## src/usbcb_cfg.svh

```systemverilog
`ifndef USBCB_CFG_SVH
`define USBCB_CFG_SVH

// Command byte 0 fields
`define USBCB_OP_WRITE 8'h10
`define USBCB_SEL_MASK 8'h0f
`define USBCB_BAD_MASK 8'he0
`define USBCB_SEL_SPI8 4'h0
`define USBCB_SEL_TWO_WIRE_STANDARD_MODE 4'h1
`define USBCB_SEL_I2C_FAST 4'h2
`define USBCB_SEL_SPI16 4'h4
`define USBCB_SEL_GPIO 4'h8

// Reply status flags
`define USBCB_ST_REQ_ERR 8'h80
`define USBCB_ST_BUS_ERR 8'h40
`define USBCB_ST_DONE 8'h20

// Packet layout
`define USBCB_B_IFACE 6'h00
`define USBCB_B_ADDR 6'h01
`define USBCB_B_LEN 6'h02
`define USBCB_B_REG 6'h03
`define USBCB_B_DATA 6'h04
`define USBCB_PKT_MAX 7'h40
`define USBCB_HDR_LEN 7'h04
`define USBCB_DATA_MAX 8'h3c
`define USBCB_REPLY_MAX 7'h3d
`define USBCB_GPIO_LEN 8'h01
`define USBCB_VENDOR_CLASS 8'hff

// Timing, rounded up to whole clock cycles
`define USBCB_CLK_NS 100
`define USBCB_STD_QTR_NS 2500
`define USBCB_FAST_QTR_NS 625
`define USBCB_SPI_HALF_NS 500
`define USBCB_CYC(ns) (((ns) + `USBCB_CLK_NS - 1) / `USBCB_CLK_NS)

`endif

```

## src/usbcb_pkg.sv

```systemverilog
package usbcb_pkg;

  typedef enum logic [2:0] {
    ECMD_START = 3'h0,
    ECMD_WRITE = 3'h1,
    ECMD_READ = 3'h2,
    ECMD_STOP = 3'h3,
    ECMD_SPI = 3'h4
  } usbcb_ecmd_type;

  typedef enum logic [2:0] {
    E_IDLE = 3'h0,
    E_START = 3'h1,
    E_BIT = 3'h2,
    E_STOP = 3'h3,
    E_SPI = 3'h4
  } usbcb_estate_type;

  typedef enum logic [3:0] {
    S_IDLE = 4'h0,
    S_DECODE = 4'h1,
    S_START = 4'h2,
    S_ADDR = 4'h3,
    S_REG_HI = 4'h4,
    S_REG = 4'h5,
    S_RESTART = 4'h6,
    S_ADDR_RD = 4'h7,
    S_DATA = 4'h8,
    S_STOP = 4'h9,
    S_GPIO = 4'ha,
    S_REPLY = 4'hb
  } usbcb_state_type;

endpackage : usbcb_pkg

```

## src/usbcb_eng_if.sv

```systemverilog
`timescale 1ns/1ps
interface usbcb_eng_if;
  import usbcb_pkg::*;
  logic go;
  usbcb_ecmd_type cmd;
  logic fast;
  logic last;
  logic [7:0] tx;
  logic done;
  logic nack;
  logic [7:0] rx;
  modport ctrl (output go, output cmd, output fast, output last, output tx, input done, input nack, input rx);
  modport eng (input go, input cmd, input fast, input last, input tx, output done, output nack, output rx);
endinterface : usbcb_eng_if

```

## src/usbcb_engine.sv

```systemverilog
`timescale 1ns/1ps
`include "usbcb_cfg.svh"
module usbcb_engine
  import usbcb_pkg::*;
(
  input wire logic sys_clk,
  input wire logic reset_n,
  usbcb_eng_if.eng e,
  input wire logic scl_in,
  output logic scl_oe,
  input wire logic sda_in,
  output logic sda_oe,
  output logic spi_sclk,
  output logic spi_mosi,
  input wire logic spi_miso
);

  typedef struct packed {
    usbcb_estate_type st;
    logic [1:0] ph;
    logic [3:0] bitn;
    logic [4:0] div;
    logic [8:0] sh;
    logic [7:0] rx;
    logic nack;
    logic done;
    logic scl_oe;
    logic sda_oe;
    logic sclk;
    logic mosi;
  } usbcb_eng_state_type;

  usbcb_eng_state_type q_ff, nxt_q;
  logic tick;
  logic [4:0] reload;

  // No clock stretching: targets must keep up with the chosen rate
  always_comb begin
    nxt_q = q_ff;
    nxt_q.done = 1'b0;
    tick = (q_ff.div == 5'h00);
    if (e.cmd == ECMD_SPI) begin
      reload = 5'(`USBCB_CYC(`USBCB_SPI_HALF_NS) - 1);
    end else if (e.fast) begin
      reload = 5'(`USBCB_CYC(`USBCB_FAST_QTR_NS) - 1);
    end else begin
      reload = 5'(`USBCB_CYC(`USBCB_STD_QTR_NS) - 1);
    end
    if (q_ff.st != E_IDLE) begin
      nxt_q.div = tick ? reload : q_ff.div - 5'h01;
      if (tick) begin
        nxt_q.ph = q_ff.ph + 2'h1;
      end
    end
    case (q_ff.st)
      E_IDLE: begin
        if (e.go) begin
          nxt_q.div = reload;
          nxt_q.ph = 2'h0;
          nxt_q.bitn = 4'h0;
          nxt_q.nack = 1'b0;
          case (e.cmd)
            ECMD_START: nxt_q.st = E_START;
            ECMD_STOP: nxt_q.st = E_STOP;
            ECMD_WRITE: begin
              nxt_q.sh = {e.tx, 1'b1};
              nxt_q.st = E_BIT;
            end
            ECMD_READ: begin
              // Ack every byte but the last
              nxt_q.sh = {8'hff, e.last};
              nxt_q.st = E_BIT;
            end
            default: begin
              nxt_q.sh = {e.tx, 1'b0};
              nxt_q.st = E_SPI;
            end
          endcase
        end
      end
      E_START: begin
        // Works both idle and as repeated start after a byte
        if (tick) begin
          case (q_ff.ph)
            2'h0: nxt_q.sda_oe = 1'b0;
            2'h1: nxt_q.scl_oe = 1'b0;
            2'h2: nxt_q.sda_oe = 1'b1;
            default: begin
              nxt_q.scl_oe = 1'b1;
              nxt_q.done = 1'b1;
              nxt_q.st = E_IDLE;
            end
          endcase
        end
      end
      E_BIT: begin
        if (tick) begin
          case (q_ff.ph)
            2'h0: nxt_q.sda_oe = !q_ff.sh[8];
            2'h1: nxt_q.scl_oe = 1'b0;
            2'h2: begin
              if (q_ff.bitn == 4'h8) begin
                nxt_q.nack = sda_in;
              end else begin
                nxt_q.rx = {q_ff.rx[6:0], sda_in};
              end
            end
            default: begin
              nxt_q.scl_oe = 1'b1;
              nxt_q.sh = {q_ff.sh[7:0], 1'b1};
              nxt_q.bitn = q_ff.bitn + 4'h1;
              if (q_ff.bitn == 4'h8) begin
                nxt_q.sda_oe = 1'b0;
                nxt_q.done = 1'b1;
                nxt_q.st = E_IDLE;
              end
            end
          endcase
        end
      end
      E_STOP: begin
        if (tick) begin
          case (q_ff.ph)
            2'h0: nxt_q.sda_oe = 1'b1;
            2'h1: nxt_q.scl_oe = 1'b0;
            default: begin
              nxt_q.sda_oe = 1'b0;
              nxt_q.done = 1'b1;
              nxt_q.st = E_IDLE;
            end
          endcase
        end
      end
      default: begin
        // Mode 0: set up on low, sample on rising edge
        if (tick) begin
          case (q_ff.ph)
            2'h0: nxt_q.mosi = q_ff.sh[8];
            2'h1: begin
              nxt_q.sclk = 1'b1;
              nxt_q.rx = {q_ff.rx[6:0], spi_miso};
            end
            default: begin
              nxt_q.sclk = 1'b0;
              nxt_q.ph = 2'h0;
              nxt_q.sh = {q_ff.sh[7:0], 1'b0};
              nxt_q.bitn = q_ff.bitn + 4'h1;
              if (q_ff.bitn == 4'h7) begin
                nxt_q.done = 1'b1;
                nxt_q.st = E_IDLE;
              end
            end
          endcase
        end
      end
    endcase
  end

  always_ff @(posedge sys_clk or negedge reset_n) begin
    if (!reset_n) begin
      q_ff <= '{st: E_IDLE, default: '0};
    end else begin
      q_ff <= nxt_q;
    end
  end

  assign e.done = q_ff.done;
  assign e.nack = q_ff.nack;
  assign e.rx = q_ff.rx;
  assign scl_oe = q_ff.scl_oe;
  assign sda_oe = q_ff.sda_oe;
  assign spi_sclk = q_ff.sclk;
  assign spi_mosi = q_ff.mosi;

  a_engine_done_bound: assert property (@(posedge sys_clk) disable iff (!reset_n)
    e.go && q_ff.st == E_IDLE |-> ##[1:1000] e.done) else $error("engine op did not finish");

endmodule : usbcb_engine

```

## src/usbcb_bridge.sv

```systemverilog
`timescale 1ns/1ps
`include "usbcb_cfg.svh"
// Summary of operation
// - Device presents a vendor-specific class code with report-shaped packets.
// - Byte 0 ORs operation (0x00 read, 0x10 write) with interface selector.
// - Selector: 0x08 pins, 0x04 SPI16, 0x02 fast I2C, 0x01 I2C, 0x00 SPI8.
// - Byte 1 is I2C target address, or SPI16 register address high byte.
// - Byte 2 is the number of data bytes to transfer.
// - Byte 3 is register address, or SPI16 register address low byte.
// - Write data from byte 4, at most 60 bytes per command.
// - Every command gets a reply whose byte 0 is interface byte OR status.
// - Success sets done flag 0x20 in reply byte 0.
// - Serial failure such as missing I2C acknowledge sets flag 0x40.
// - Undefined byte 0 is rejected with request error flag 0x80.
// - Reply bytes 1 and 3 echo for I2C, carry shifted-in data for SPI16; SPI8 echoes byte 1, shifts into byte 3.
// - Reply repeats length in byte 2 and echoes data bytes 4 to 60.
// - Read carries bytes 0-3; reply returns read bytes from byte 4.
// - Pin command uses one byte, bits 0-6 are pins, addresses ignored.
module usbcb_bridge
  import usbcb_pkg::*;
(
  input wire logic SYS_CLK,
  input wire logic RESET_N,
  input wire logic CMD_VALID,
  input wire logic [7:0] CMD_DATA,
  input wire logic CMD_LAST,
  output logic CMD_READY,
  output logic REPLY_VALID,
  output logic [7:0] REPLY_DATA,
  output logic REPLY_LAST,
  input wire logic REPLY_READY,
  output logic [7:0] IFACE_CLASS,
  output logic BUSY,
  input wire logic SCL_IN,
  output logic SCL_OUT,
  output logic SCL_OE,
  input wire logic SDA_IN,
  output logic SDA_OUT,
  output logic SDA_OE,
  output logic SPI_SCLK,
  output logic SPI_MOSI,
  input wire logic SPI_MISO,
  output logic SPI_CS_N,
  input wire logic [6:0] GPIO_IN,
  output logic [6:0] GPIO_OUT,
  output logic [6:0] GPIO_OE
);

  typedef struct packed {
    usbcb_state_type st;
    logic [6:0] wr_cnt;
    logic [6:0] rlen;
    logic [5:0] idx;
    logic [5:0] left;
    logic [7:0] status;
    logic busy;
    logic go;
    usbcb_ecmd_type ecmd;
    logic [7:0] tx;
    logic last;
    logic write;
    logic i2c;
    logic spi16;
    logic fast;
    logic cs_n;
    logic rvalid;
    logic [7:0] rdata;
    logic rlast;
    logic [6:0] gpio_out;
    logic [6:0] gpio_oe;
  } usbcb_top_state_type;

  usbcb_top_state_type q_ff, nxt_q;
  logic [7:0] mem [0:63];
  logic mem_we;
  logic [5:0] mem_wa;
  logic [7:0] mem_wd;
  logic [7:0] b0;
  logic [3:0] sel;
  logic legal;
  logic [7:0] len;
  logic [5:0] data_a;
  logic [7:0] stat_fin;
  logic [6:0] want;

  usbcb_eng_if eif ();

  usbcb_engine u_engine (
    .sys_clk(SYS_CLK),
    .reset_n(RESET_N),
    .e(eif.eng),
    .scl_in(SCL_IN),
    .scl_oe(SCL_OE),
    .sda_in(SDA_IN),
    .sda_oe(SDA_OE),
    .spi_sclk(SPI_SCLK),
    .spi_mosi(SPI_MOSI),
    .spi_miso(SPI_MISO)
  );

  assign eif.go = q_ff.go;
  assign eif.cmd = q_ff.ecmd;
  assign eif.fast = q_ff.fast;
  assign eif.last = q_ff.last;
  assign eif.tx = q_ff.tx;

  always_comb begin
    b0 = mem[`USBCB_B_IFACE];
    sel = 4'(b0 & `USBCB_SEL_MASK);
    legal = ((b0 & `USBCB_BAD_MASK) == 8'h00) && (sel == `USBCB_SEL_SPI8 || sel == `USBCB_SEL_TWO_WIRE_STANDARD_MODE ||
      sel == `USBCB_SEL_I2C_FAST || sel == `USBCB_SEL_SPI16 || sel == `USBCB_SEL_GPIO);
    len = (mem[`USBCB_B_LEN] > `USBCB_DATA_MAX) ? `USBCB_DATA_MAX : mem[`USBCB_B_LEN];
    if (sel == `USBCB_SEL_GPIO) begin
      len = `USBCB_GPIO_LEN;
    end
    want = (((b0 & `USBCB_OP_WRITE) != 8'h00) || !legal) ? q_ff.wr_cnt : `USBCB_HDR_LEN + len[6:0];
    data_a = 6'(`USBCB_B_DATA + q_ff.idx);
    stat_fin = q_ff.status;
    if ((q_ff.status & (`USBCB_ST_REQ_ERR | `USBCB_ST_BUS_ERR)) == 8'h00) begin
      stat_fin = q_ff.status | `USBCB_ST_DONE;
    end
    nxt_q = q_ff;
    nxt_q.go = 1'b0;
    mem_we = 1'b0;
    mem_wa = q_ff.wr_cnt[5:0];
    mem_wd = CMD_DATA;
    case (q_ff.st)
      S_IDLE: begin
        if (CMD_VALID) begin
          // Bytes past the endpoint limit are dropped, not wrapped
          if (q_ff.wr_cnt < `USBCB_PKT_MAX) begin
            mem_we = 1'b1;
            nxt_q.wr_cnt = q_ff.wr_cnt + 7'h01;
          end
          if (CMD_LAST) begin
            nxt_q.st = S_DECODE;
          end
        end
      end
      S_DECODE: begin
        nxt_q.status = 8'h00;
        nxt_q.idx = 6'h00;
        nxt_q.left = len[5:0];
        nxt_q.write = (b0 & `USBCB_OP_WRITE) != 8'h00;
        nxt_q.i2c = (sel == `USBCB_SEL_TWO_WIRE_STANDARD_MODE) || (sel == `USBCB_SEL_I2C_FAST);
        nxt_q.fast = (sel == `USBCB_SEL_I2C_FAST);
        nxt_q.spi16 = (sel == `USBCB_SEL_SPI16);
        nxt_q.rlen = (want < `USBCB_HDR_LEN) ? `USBCB_HDR_LEN : (want > `USBCB_REPLY_MAX) ? `USBCB_REPLY_MAX : want;
        if (!legal || q_ff.wr_cnt < `USBCB_HDR_LEN) begin
          nxt_q.status = `USBCB_ST_REQ_ERR;
          nxt_q.st = S_REPLY;
        end else if (sel == `USBCB_SEL_GPIO) begin
          nxt_q.st = S_GPIO;
        end else if (nxt_q.i2c) begin
          nxt_q.st = S_START;
        end else begin
          nxt_q.cs_n = 1'b0;
          nxt_q.st = (sel == `USBCB_SEL_SPI16) ? S_REG_HI : S_REG;
        end
      end
      S_GPIO: begin
        if (q_ff.write) begin
          nxt_q.gpio_out = mem[`USBCB_B_DATA][6:0];
          nxt_q.gpio_oe = 7'h7f;
        end else begin
          mem_we = 1'b1;
          mem_wa = `USBCB_B_DATA;
          mem_wd = {1'b0, GPIO_IN};
        end
        nxt_q.st = S_REPLY;
      end
      S_START, S_RESTART: begin
        if (!q_ff.busy) begin
          nxt_q.go = 1'b1;
          nxt_q.busy = 1'b1;
          nxt_q.ecmd = ECMD_START;
        end else if (eif.done) begin
          nxt_q.busy = 1'b0;
          nxt_q.st = (q_ff.st == S_START) ? S_ADDR : S_ADDR_RD;
        end
      end
      S_ADDR, S_ADDR_RD: begin
        if (!q_ff.busy) begin
          nxt_q.go = 1'b1;
          nxt_q.busy = 1'b1;
          nxt_q.ecmd = ECMD_WRITE;
          nxt_q.tx = {mem[`USBCB_B_ADDR][7:1], q_ff.st == S_ADDR_RD};
        end else if (eif.done) begin
          nxt_q.busy = 1'b0;
          if (eif.nack) begin
            nxt_q.status = `USBCB_ST_BUS_ERR;
            nxt_q.st = S_STOP;
          end else begin
            nxt_q.st = (q_ff.st == S_ADDR) ? S_REG : S_DATA;
          end
        end
      end
      S_REG_HI, S_REG: begin
        if (!q_ff.busy) begin
          nxt_q.go = 1'b1;
          nxt_q.busy = 1'b1;
          nxt_q.ecmd = q_ff.i2c ? ECMD_WRITE : ECMD_SPI;
          nxt_q.tx = (q_ff.st == S_REG_HI) ? mem[`USBCB_B_ADDR] : mem[`USBCB_B_REG];
        end else if (eif.done) begin
          nxt_q.busy = 1'b0;
          if (!q_ff.i2c) begin
            mem_we = 1'b1;
            mem_wa = (q_ff.st == S_REG_HI) ? `USBCB_B_ADDR : `USBCB_B_REG;
            mem_wd = eif.rx;
          end
          if (q_ff.i2c && eif.nack) begin
            nxt_q.status = `USBCB_ST_BUS_ERR;
            nxt_q.st = S_STOP;
          end else if (q_ff.st == S_REG_HI) begin
            nxt_q.st = S_REG;
          end else begin
            nxt_q.st = (q_ff.i2c && !q_ff.write) ? S_RESTART : S_DATA;
          end
        end
      end
      S_DATA: begin
        if (q_ff.left == 6'h00 && !q_ff.busy) begin
          nxt_q.cs_n = 1'b1;
          nxt_q.idx = 6'h00;
          nxt_q.st = q_ff.i2c ? S_STOP : S_REPLY;
        end else if (!q_ff.busy) begin
          nxt_q.go = 1'b1;
          nxt_q.busy = 1'b1;
          nxt_q.ecmd = q_ff.i2c ? (q_ff.write ? ECMD_WRITE : ECMD_READ) : ECMD_SPI;
          nxt_q.tx = q_ff.write ? mem[data_a] : 8'h00;
          nxt_q.last = (q_ff.left == 6'h01);
        end else if (eif.done) begin
          nxt_q.busy = 1'b0;
          nxt_q.idx = q_ff.idx + 6'h01;
          nxt_q.left = q_ff.left - 6'h01;
          if (!q_ff.write) begin
            mem_we = 1'b1;
            mem_wa = data_a;
            mem_wd = eif.rx;
          end
          if (q_ff.i2c && q_ff.write && eif.nack) begin
            nxt_q.status = `USBCB_ST_BUS_ERR;
            nxt_q.st = S_STOP;
          end
        end
      end
      S_STOP: begin
        if (!q_ff.busy) begin
          nxt_q.go = 1'b1;
          nxt_q.busy = 1'b1;
          nxt_q.ecmd = ECMD_STOP;
        end else if (eif.done) begin
          nxt_q.busy = 1'b0;
          nxt_q.idx = 6'h00;
          nxt_q.st = S_REPLY;
        end
      end
      default: begin
        // One idle cycle per byte keeps the memory read simple
        if (!q_ff.rvalid) begin
          nxt_q.rvalid = 1'b1;
          nxt_q.rlast = ({1'b0, q_ff.idx} == q_ff.rlen - 7'h01);
          if (q_ff.idx == 6'h00) begin
            nxt_q.status = stat_fin;
            nxt_q.rdata = b0 | stat_fin;
          end else begin
            nxt_q.rdata = mem[q_ff.idx];
          end
        end else if (REPLY_READY) begin
          nxt_q.rvalid = 1'b0;
          nxt_q.idx = q_ff.idx + 6'h01;
          if (q_ff.rlast) begin
            nxt_q.wr_cnt = 7'h00;
            nxt_q.st = S_IDLE;
          end
        end
      end
    endcase
  end

  always_ff @(posedge SYS_CLK or negedge RESET_N) begin
    if (!RESET_N) begin
      q_ff <= '{st: S_IDLE, ecmd: ECMD_START, cs_n: 1'b1, default: '0};
    end else begin
      q_ff <= nxt_q;
    end
  end

  always_ff @(posedge SYS_CLK) begin
    if (mem_we) begin
      mem[mem_wa] <= mem_wd;
    end
  end

  assign CMD_READY = (q_ff.st == S_IDLE);
  assign REPLY_VALID = q_ff.rvalid;
  assign REPLY_DATA = q_ff.rdata;
  assign REPLY_LAST = q_ff.rlast;
  assign IFACE_CLASS = `USBCB_VENDOR_CLASS;
  assign BUSY = (q_ff.st != S_IDLE);
  assign SCL_OUT = 1'b0;
  assign SDA_OUT = 1'b0;
  assign SPI_CS_N = q_ff.cs_n;
  assign GPIO_OUT = q_ff.gpio_out;
  assign GPIO_OE = q_ff.gpio_oe;

  a_req_error_flag: assert property (@(posedge SYS_CLK) disable iff (!RESET_N)
    q_ff.st == S_DECODE && !legal |=> q_ff.st == S_REPLY && q_ff.status == `USBCB_ST_REQ_ERR)
    else $error("illegal byte 0 not rejected");
  a_done_exclusive: assert property (@(posedge SYS_CLK) disable iff (!RESET_N)
    REPLY_VALID && q_ff.idx == 6'h00 |-> q_ff.status[5] == !(q_ff.status[7] || q_ff.status[6]) &&
    REPLY_DATA == (b0 | q_ff.status))
    else $error("done flag wrong");
  a_reply_byte0: assert property (@(posedge SYS_CLK) disable iff (!RESET_N)
    REPLY_VALID && q_ff.idx == 6'h00 |-> (REPLY_DATA & 8'h1f) == (b0 & 8'h1f))
    else $error("reply byte 0 lost interface bits");
  a_nack_bus_err: assert property (@(posedge SYS_CLK) disable iff (!RESET_N)
    q_ff.busy && eif.done && eif.nack && q_ff.i2c && q_ff.ecmd == ECMD_WRITE |=>
    q_ff.status[6] && q_ff.st == S_STOP) else $error("missing acknowledge not flagged");
  a_len_echo: assert property (@(posedge SYS_CLK) disable iff (!RESET_N)
    REPLY_VALID && q_ff.idx == `USBCB_B_LEN |-> REPLY_DATA == mem[`USBCB_B_LEN])
    else $error("length not echoed");
  a_gpio_write: assert property (@(posedge SYS_CLK) disable iff (!RESET_N)
    q_ff.st == S_GPIO && q_ff.write |=> GPIO_OUT == $past(mem[`USBCB_B_DATA][6:0]) && GPIO_OE == 7'h7f)
    else $error("pin write not applied");
  a_spi_cs_frame: assert property (@(posedge SYS_CLK) disable iff (!RESET_N)
    q_ff.busy && q_ff.ecmd == ECMD_SPI |-> !SPI_CS_N) else $error("SPI shift outside select");
  a_reply_follows: assert property (@(posedge SYS_CLK) disable iff (!RESET_N)
    q_ff.st == S_DECODE && !legal |-> ##[2:3] REPLY_VALID) else $error("no reply after reject");

endmodule : usbcb_bridge

```

## config.mk

```make
export PLATFORM = sky130hd
export DESIGN_NAME = usbcb_bridge
export DESIGN_NICKNAME = d
export VERILOG_FILES = /design/src/usbcb_pkg.sv /design/src/usbcb_eng_if.sv /design/src/usbcb_engine.sv /design/src/usbcb_bridge.sv
export VERILOG_INCLUDE_DIRS = /design/src /design/src/src
export SDC_FILE = /design/constraint.sdc
export NUM_CORES = 1
export LEC_CHECK = 0
export BUFFER_PORTS_ARGS = -buffer_cell sky130_fd_sc_hd__buf_2
export CAP_MARGIN = 20
export CORE_MARGIN = 1
export CORE_UTILIZATION = 30
export DETAILED_ROUTE_END_ITERATION = 16
export PLACE_DENSITY = 0.41
export SYNTH_ARGS = -nofsm -noshare
export SYNTH_HDL_FRONTEND = slang
export SYNTH_SLANG_ARGS = --single-unit
```

## constraint.sdc

```tcl
create_clock -name SYS_CLK -period 4.84 [get_ports SYS_CLK]
set_input_delay 0.968 -clock SYS_CLK [delete_from_list [all_inputs] [get_ports SYS_CLK]]
set_output_delay 0.968 -clock SYS_CLK [all_outputs]
set_load 0.01 [all_outputs]
```

==> results.toml <==
[outcome]
status = "completed"

[synthesis]
synth.distinct_cells = 100
ys_warn_count = 0
synth-seq-cells = 618
synthFlopType = "edfxtp_1"
synth-seq-area-share_pct = 60.9
synthArstFlopShare_pct = 17.2
avgSynthCellArea_um2 = 14.5
synthCells = 2039
netlist_area_um2 = 29600
synth-edff-count = 512

[cts]
clk-insertion-delay-late_ns = 0.62
cts.root.buffer_cell = "clkbuf_16"
post-cts-setup-buffers = 0
postCtsHoldBufs = 0
cts_resized = 0
cts_tree = "done"
clk_pin_slew_ns = 0.06
cts_max_path_buffers = 3
clock_sinks = 618
cts-buffers-inserted = 75
htreeDepth = 3

[finish]
antenna_cells = 0
stdcell_area_um2 = 34000
synthToLayoutAreaGrowth_pct = 14.7
final_nets = 2172
drive_above_1_share_pct = 24.7

[worst_setup_path]
end_kind = "flip-flop"
critPathRequiredTime_ns = 5.08
crit_path_max_fanout = 29
reg2reg_from = "q_ff[79]$_DFFE_PN0P_"
start_kind = "flip-flop"
arrival_ns = 4.24
r2r_end = "mem[21][5]$_DFFE_PP_"
r2r_slack_ns = 0.84
ff2ff_path_depth = 6
crit_type = "reg2reg"

[power_and_ir_drop]
power.density_nw_per_um2 = 335
max-vdd-ir-drop_uv = 212
p_leak_nw = 11.8

[placed_design]
gp_congestion = 0.905
hpwlAfterDp_um = 66100
placed_cell_area_um2 = 31600
portBuffers = 52

[global_routing]
antenna_found_initial = 1
grt.total_usage_pct = 19.3
grt_pass1_vias = 19100
grt_max_degree = 77
overflow = 0
grt_pass1_wl_um = 140000

[route]
drt_iter0_drc = 1776
route.detailed.drc = 0
wl_per_cell_um = 27.6
ant_nets = 0
vias_per_cell = 5.49
via_count = 19000
dr.pass1.iters = 5
wl_um = 95500

[timing]
rsz0062_at_grt = "false"
period_needed_ns = 4.00
max_slew_margin_pct = 26.0
worstMarginPinSlew_ns = 1.11
fin_skew_ns = 0.0213
setup_violations = 0
fin_crit_sh_pct = 82.6
fmax_ghz = 0.250
finalHoldViolations = 0
timing.setup.tns_ns = 0
drv_slew = 0

[die]
std_cell_rows = 114
start_util_pct = 30.5
die_h_um = 316
coreArea_um2 = 97300
die_w_um = 316
ios = 64
dieArea_um2 = 100000

[job]
drv_cap = 0

[hold_path]
hold_path_class = "in2async"
-- cells in the final DEF (no fill, tap or decap), types with 27 or more instances in the layout --
cell type / n
a21oi_1: 65
a22oi_1: 43
a31oi_1: 28
buf_2: 51
buf_4: 109
clkbuf_16: 77
dfrtp_1: 102
edfxtp_1: 512
inv_1: 32
mux2_2: 27
mux2i_1: 46
mux4_2: 190
nand2_1: 195
nand3_1: 52
nand4_1: 27
nor2_1: 157
o21ai_0: 82
-- critical path: stages (launching register included) --
cell,delay [ns]
dfrtp_1,0.67
nor4b_2,0.75
a31oi_1,0.22
o211ai_1,0.59
and2_1,0.28
nand2_1,0.29
nor2_1,0.80
-- registers in the layout, summed over array words and instances (netlist names), 3 cells and up --
signal         cells
mem              512
q_ff              36
u_engine.q_ff     23
REPLY_DATA         8
eif.tx             8
u_engine.e.rx      8
GPIO_OUT           7
eif.cmd            3
-- worst max-delay path by stage --
stage          slack (ns)                  from                   end
4_1_cts              0.90  q_ff[79]$_DFFE_PN0P_  mem[20][5]$_DFFE_PP_
3_5_place_dp         0.92  q_ff[79]$_DFFE_PN0P_  mem[20][4]$_DFFE_PP_
2_1_floorplan        0.55  q_ff[78]$_DFFE_PN0P_   mem[0][7]$_DFFE_PP_
6_report             0.84  q_ff[79]$_DFFE_PN0P_  mem[21][5]$_DFFE_PP_
5_1_grt              0.65  q_ff[79]$_DFFE_PN0P_  mem[20][5]$_DFFE_PP_
3_3_place_gp         0.97  q_ff[79]$_DFFE_PN0P_  mem[21][1]$_DFFE_PP_
-- logic make-up (layout without fill, tap and decap cells) --
| group | count (synthesis) | count (layout) | synth area share [%] |
|---|---|---|---|
| flip-flops | 618 | 618 | 60.9 |
| AND/OR/NAND/NOR | 559 | 559 | 8.97 |
| AO/OA/AOI/OAI | 371 | 371 | 8.53 |
| multiplexers | 263 | 263 | 17.0 |
| buffers and inverters | 194 | 337 | 3.43 |
| adder cells (fa/ha/maj) | 17 | 17 | 0.718 |
| XOR/XNOR | 15 | 15 | 0.444 |
| other | 2 | 10 | 0.0254 |
-- area by class of cell --
type | instances | area (µm²)
tap | 1276 | 1600
clock inverter | 37 | 344
sequential | 618 | 18000
multi-input combinational | 1235 | 10600
inverter | 37 | 139
timing repair buffer | 165 | 1170
fill | 9419 | 63300
clock buffer | 98 | 2030
-- report_power, final --
group          switching (mW)  internal (mW)  leakage, nW
Clock                    2.26           3.23         1.16
Combinational           0.107         0.0188         4.67
Sequential            0.00167           5.77         5.93
Total                    2.37           9.01         11.8
-- Yosys cell counts (all sizes together), types with 6 or more instances --
| cell | instances | area, µm² |
|---|---|---|
| a211oi | 9 | 67.6 |
| mux4 | 190 | 4280 |
| a21o | 10 | 76.3 |
| a22o | 10 | 87.6 |
| a21oi | 70 | 377 |
| a31oi | 28 | 175 |
| and3 | 7 | 43.8 |
| a41oi | 8 | 70.1 |
| o311ai | 7 | 61.3 |
| o211ai | 14 | 105 |
| edfxtp | 512 | 15400 |
| ha | 17 | 213 |
| nor2b | 11 | 68.8 |
| o22ai | 8 | 56.3 |
| dfrtp | 105 | 2630 |
| or3b | 6 | 52.6 |
| buf | 106 | 684 |
| nand3 | 56 | 300 |
| xor2 | 7 | 61.3 |
| a22oi | 43 | 323 |
| o21ai | 87 | 435 |
| xnor2 | 8 | 70.1 |
| nand2b | 14 | 87.6 |
| o31ai | 17 | 133 |
| mux2 | 27 | 304 |
| nand4 | 27 | 169 |
| nor3 | 24 | 136 |
| nor2 | 163 | 637 |
| clkbuf | 51 | 193 |
| inv | 34 | 128 |
| nand2 | 203 | 764 |
| and2 | 10 | 62.6 |
| mux2i | 46 | 460 |
| nor4 | 6 | 52.6 |
-- routing by layer --
metal	vias up	wire length [µm]	part of all wire, %	GRT usage, %
li1	8208	-	-	-
met1	10000	43200	45	27.3
met2	642	44200	46	30.3
met3	152	4960	5.2	2.73
met4	2	3180	3.3	6.86
met5	-	11	0.012	0
-- through the flow --
step / util, % / std cells / power (mW) / setup WS, ns / hold WS (ns)
floorplan: - / 2047 / 5.93 / 0.547 / 0.453
global placement: 32.5 / 3330 / 6.00 / 0.970 / 0.476
detailed placement: 32.5 / 3330 / 6.01 / 0.921 / 0.485
CTS: 34.9 / 3465 / 11.5 / 0.903 / 0.270
global route: 34.9 / 3466 / 11.7 / 0.648 / 0.310
finish: 34.9 / 3466 / 11.4 / 0.841 / 0.295
Note: power is estimated with default switching activity, not from simulation.
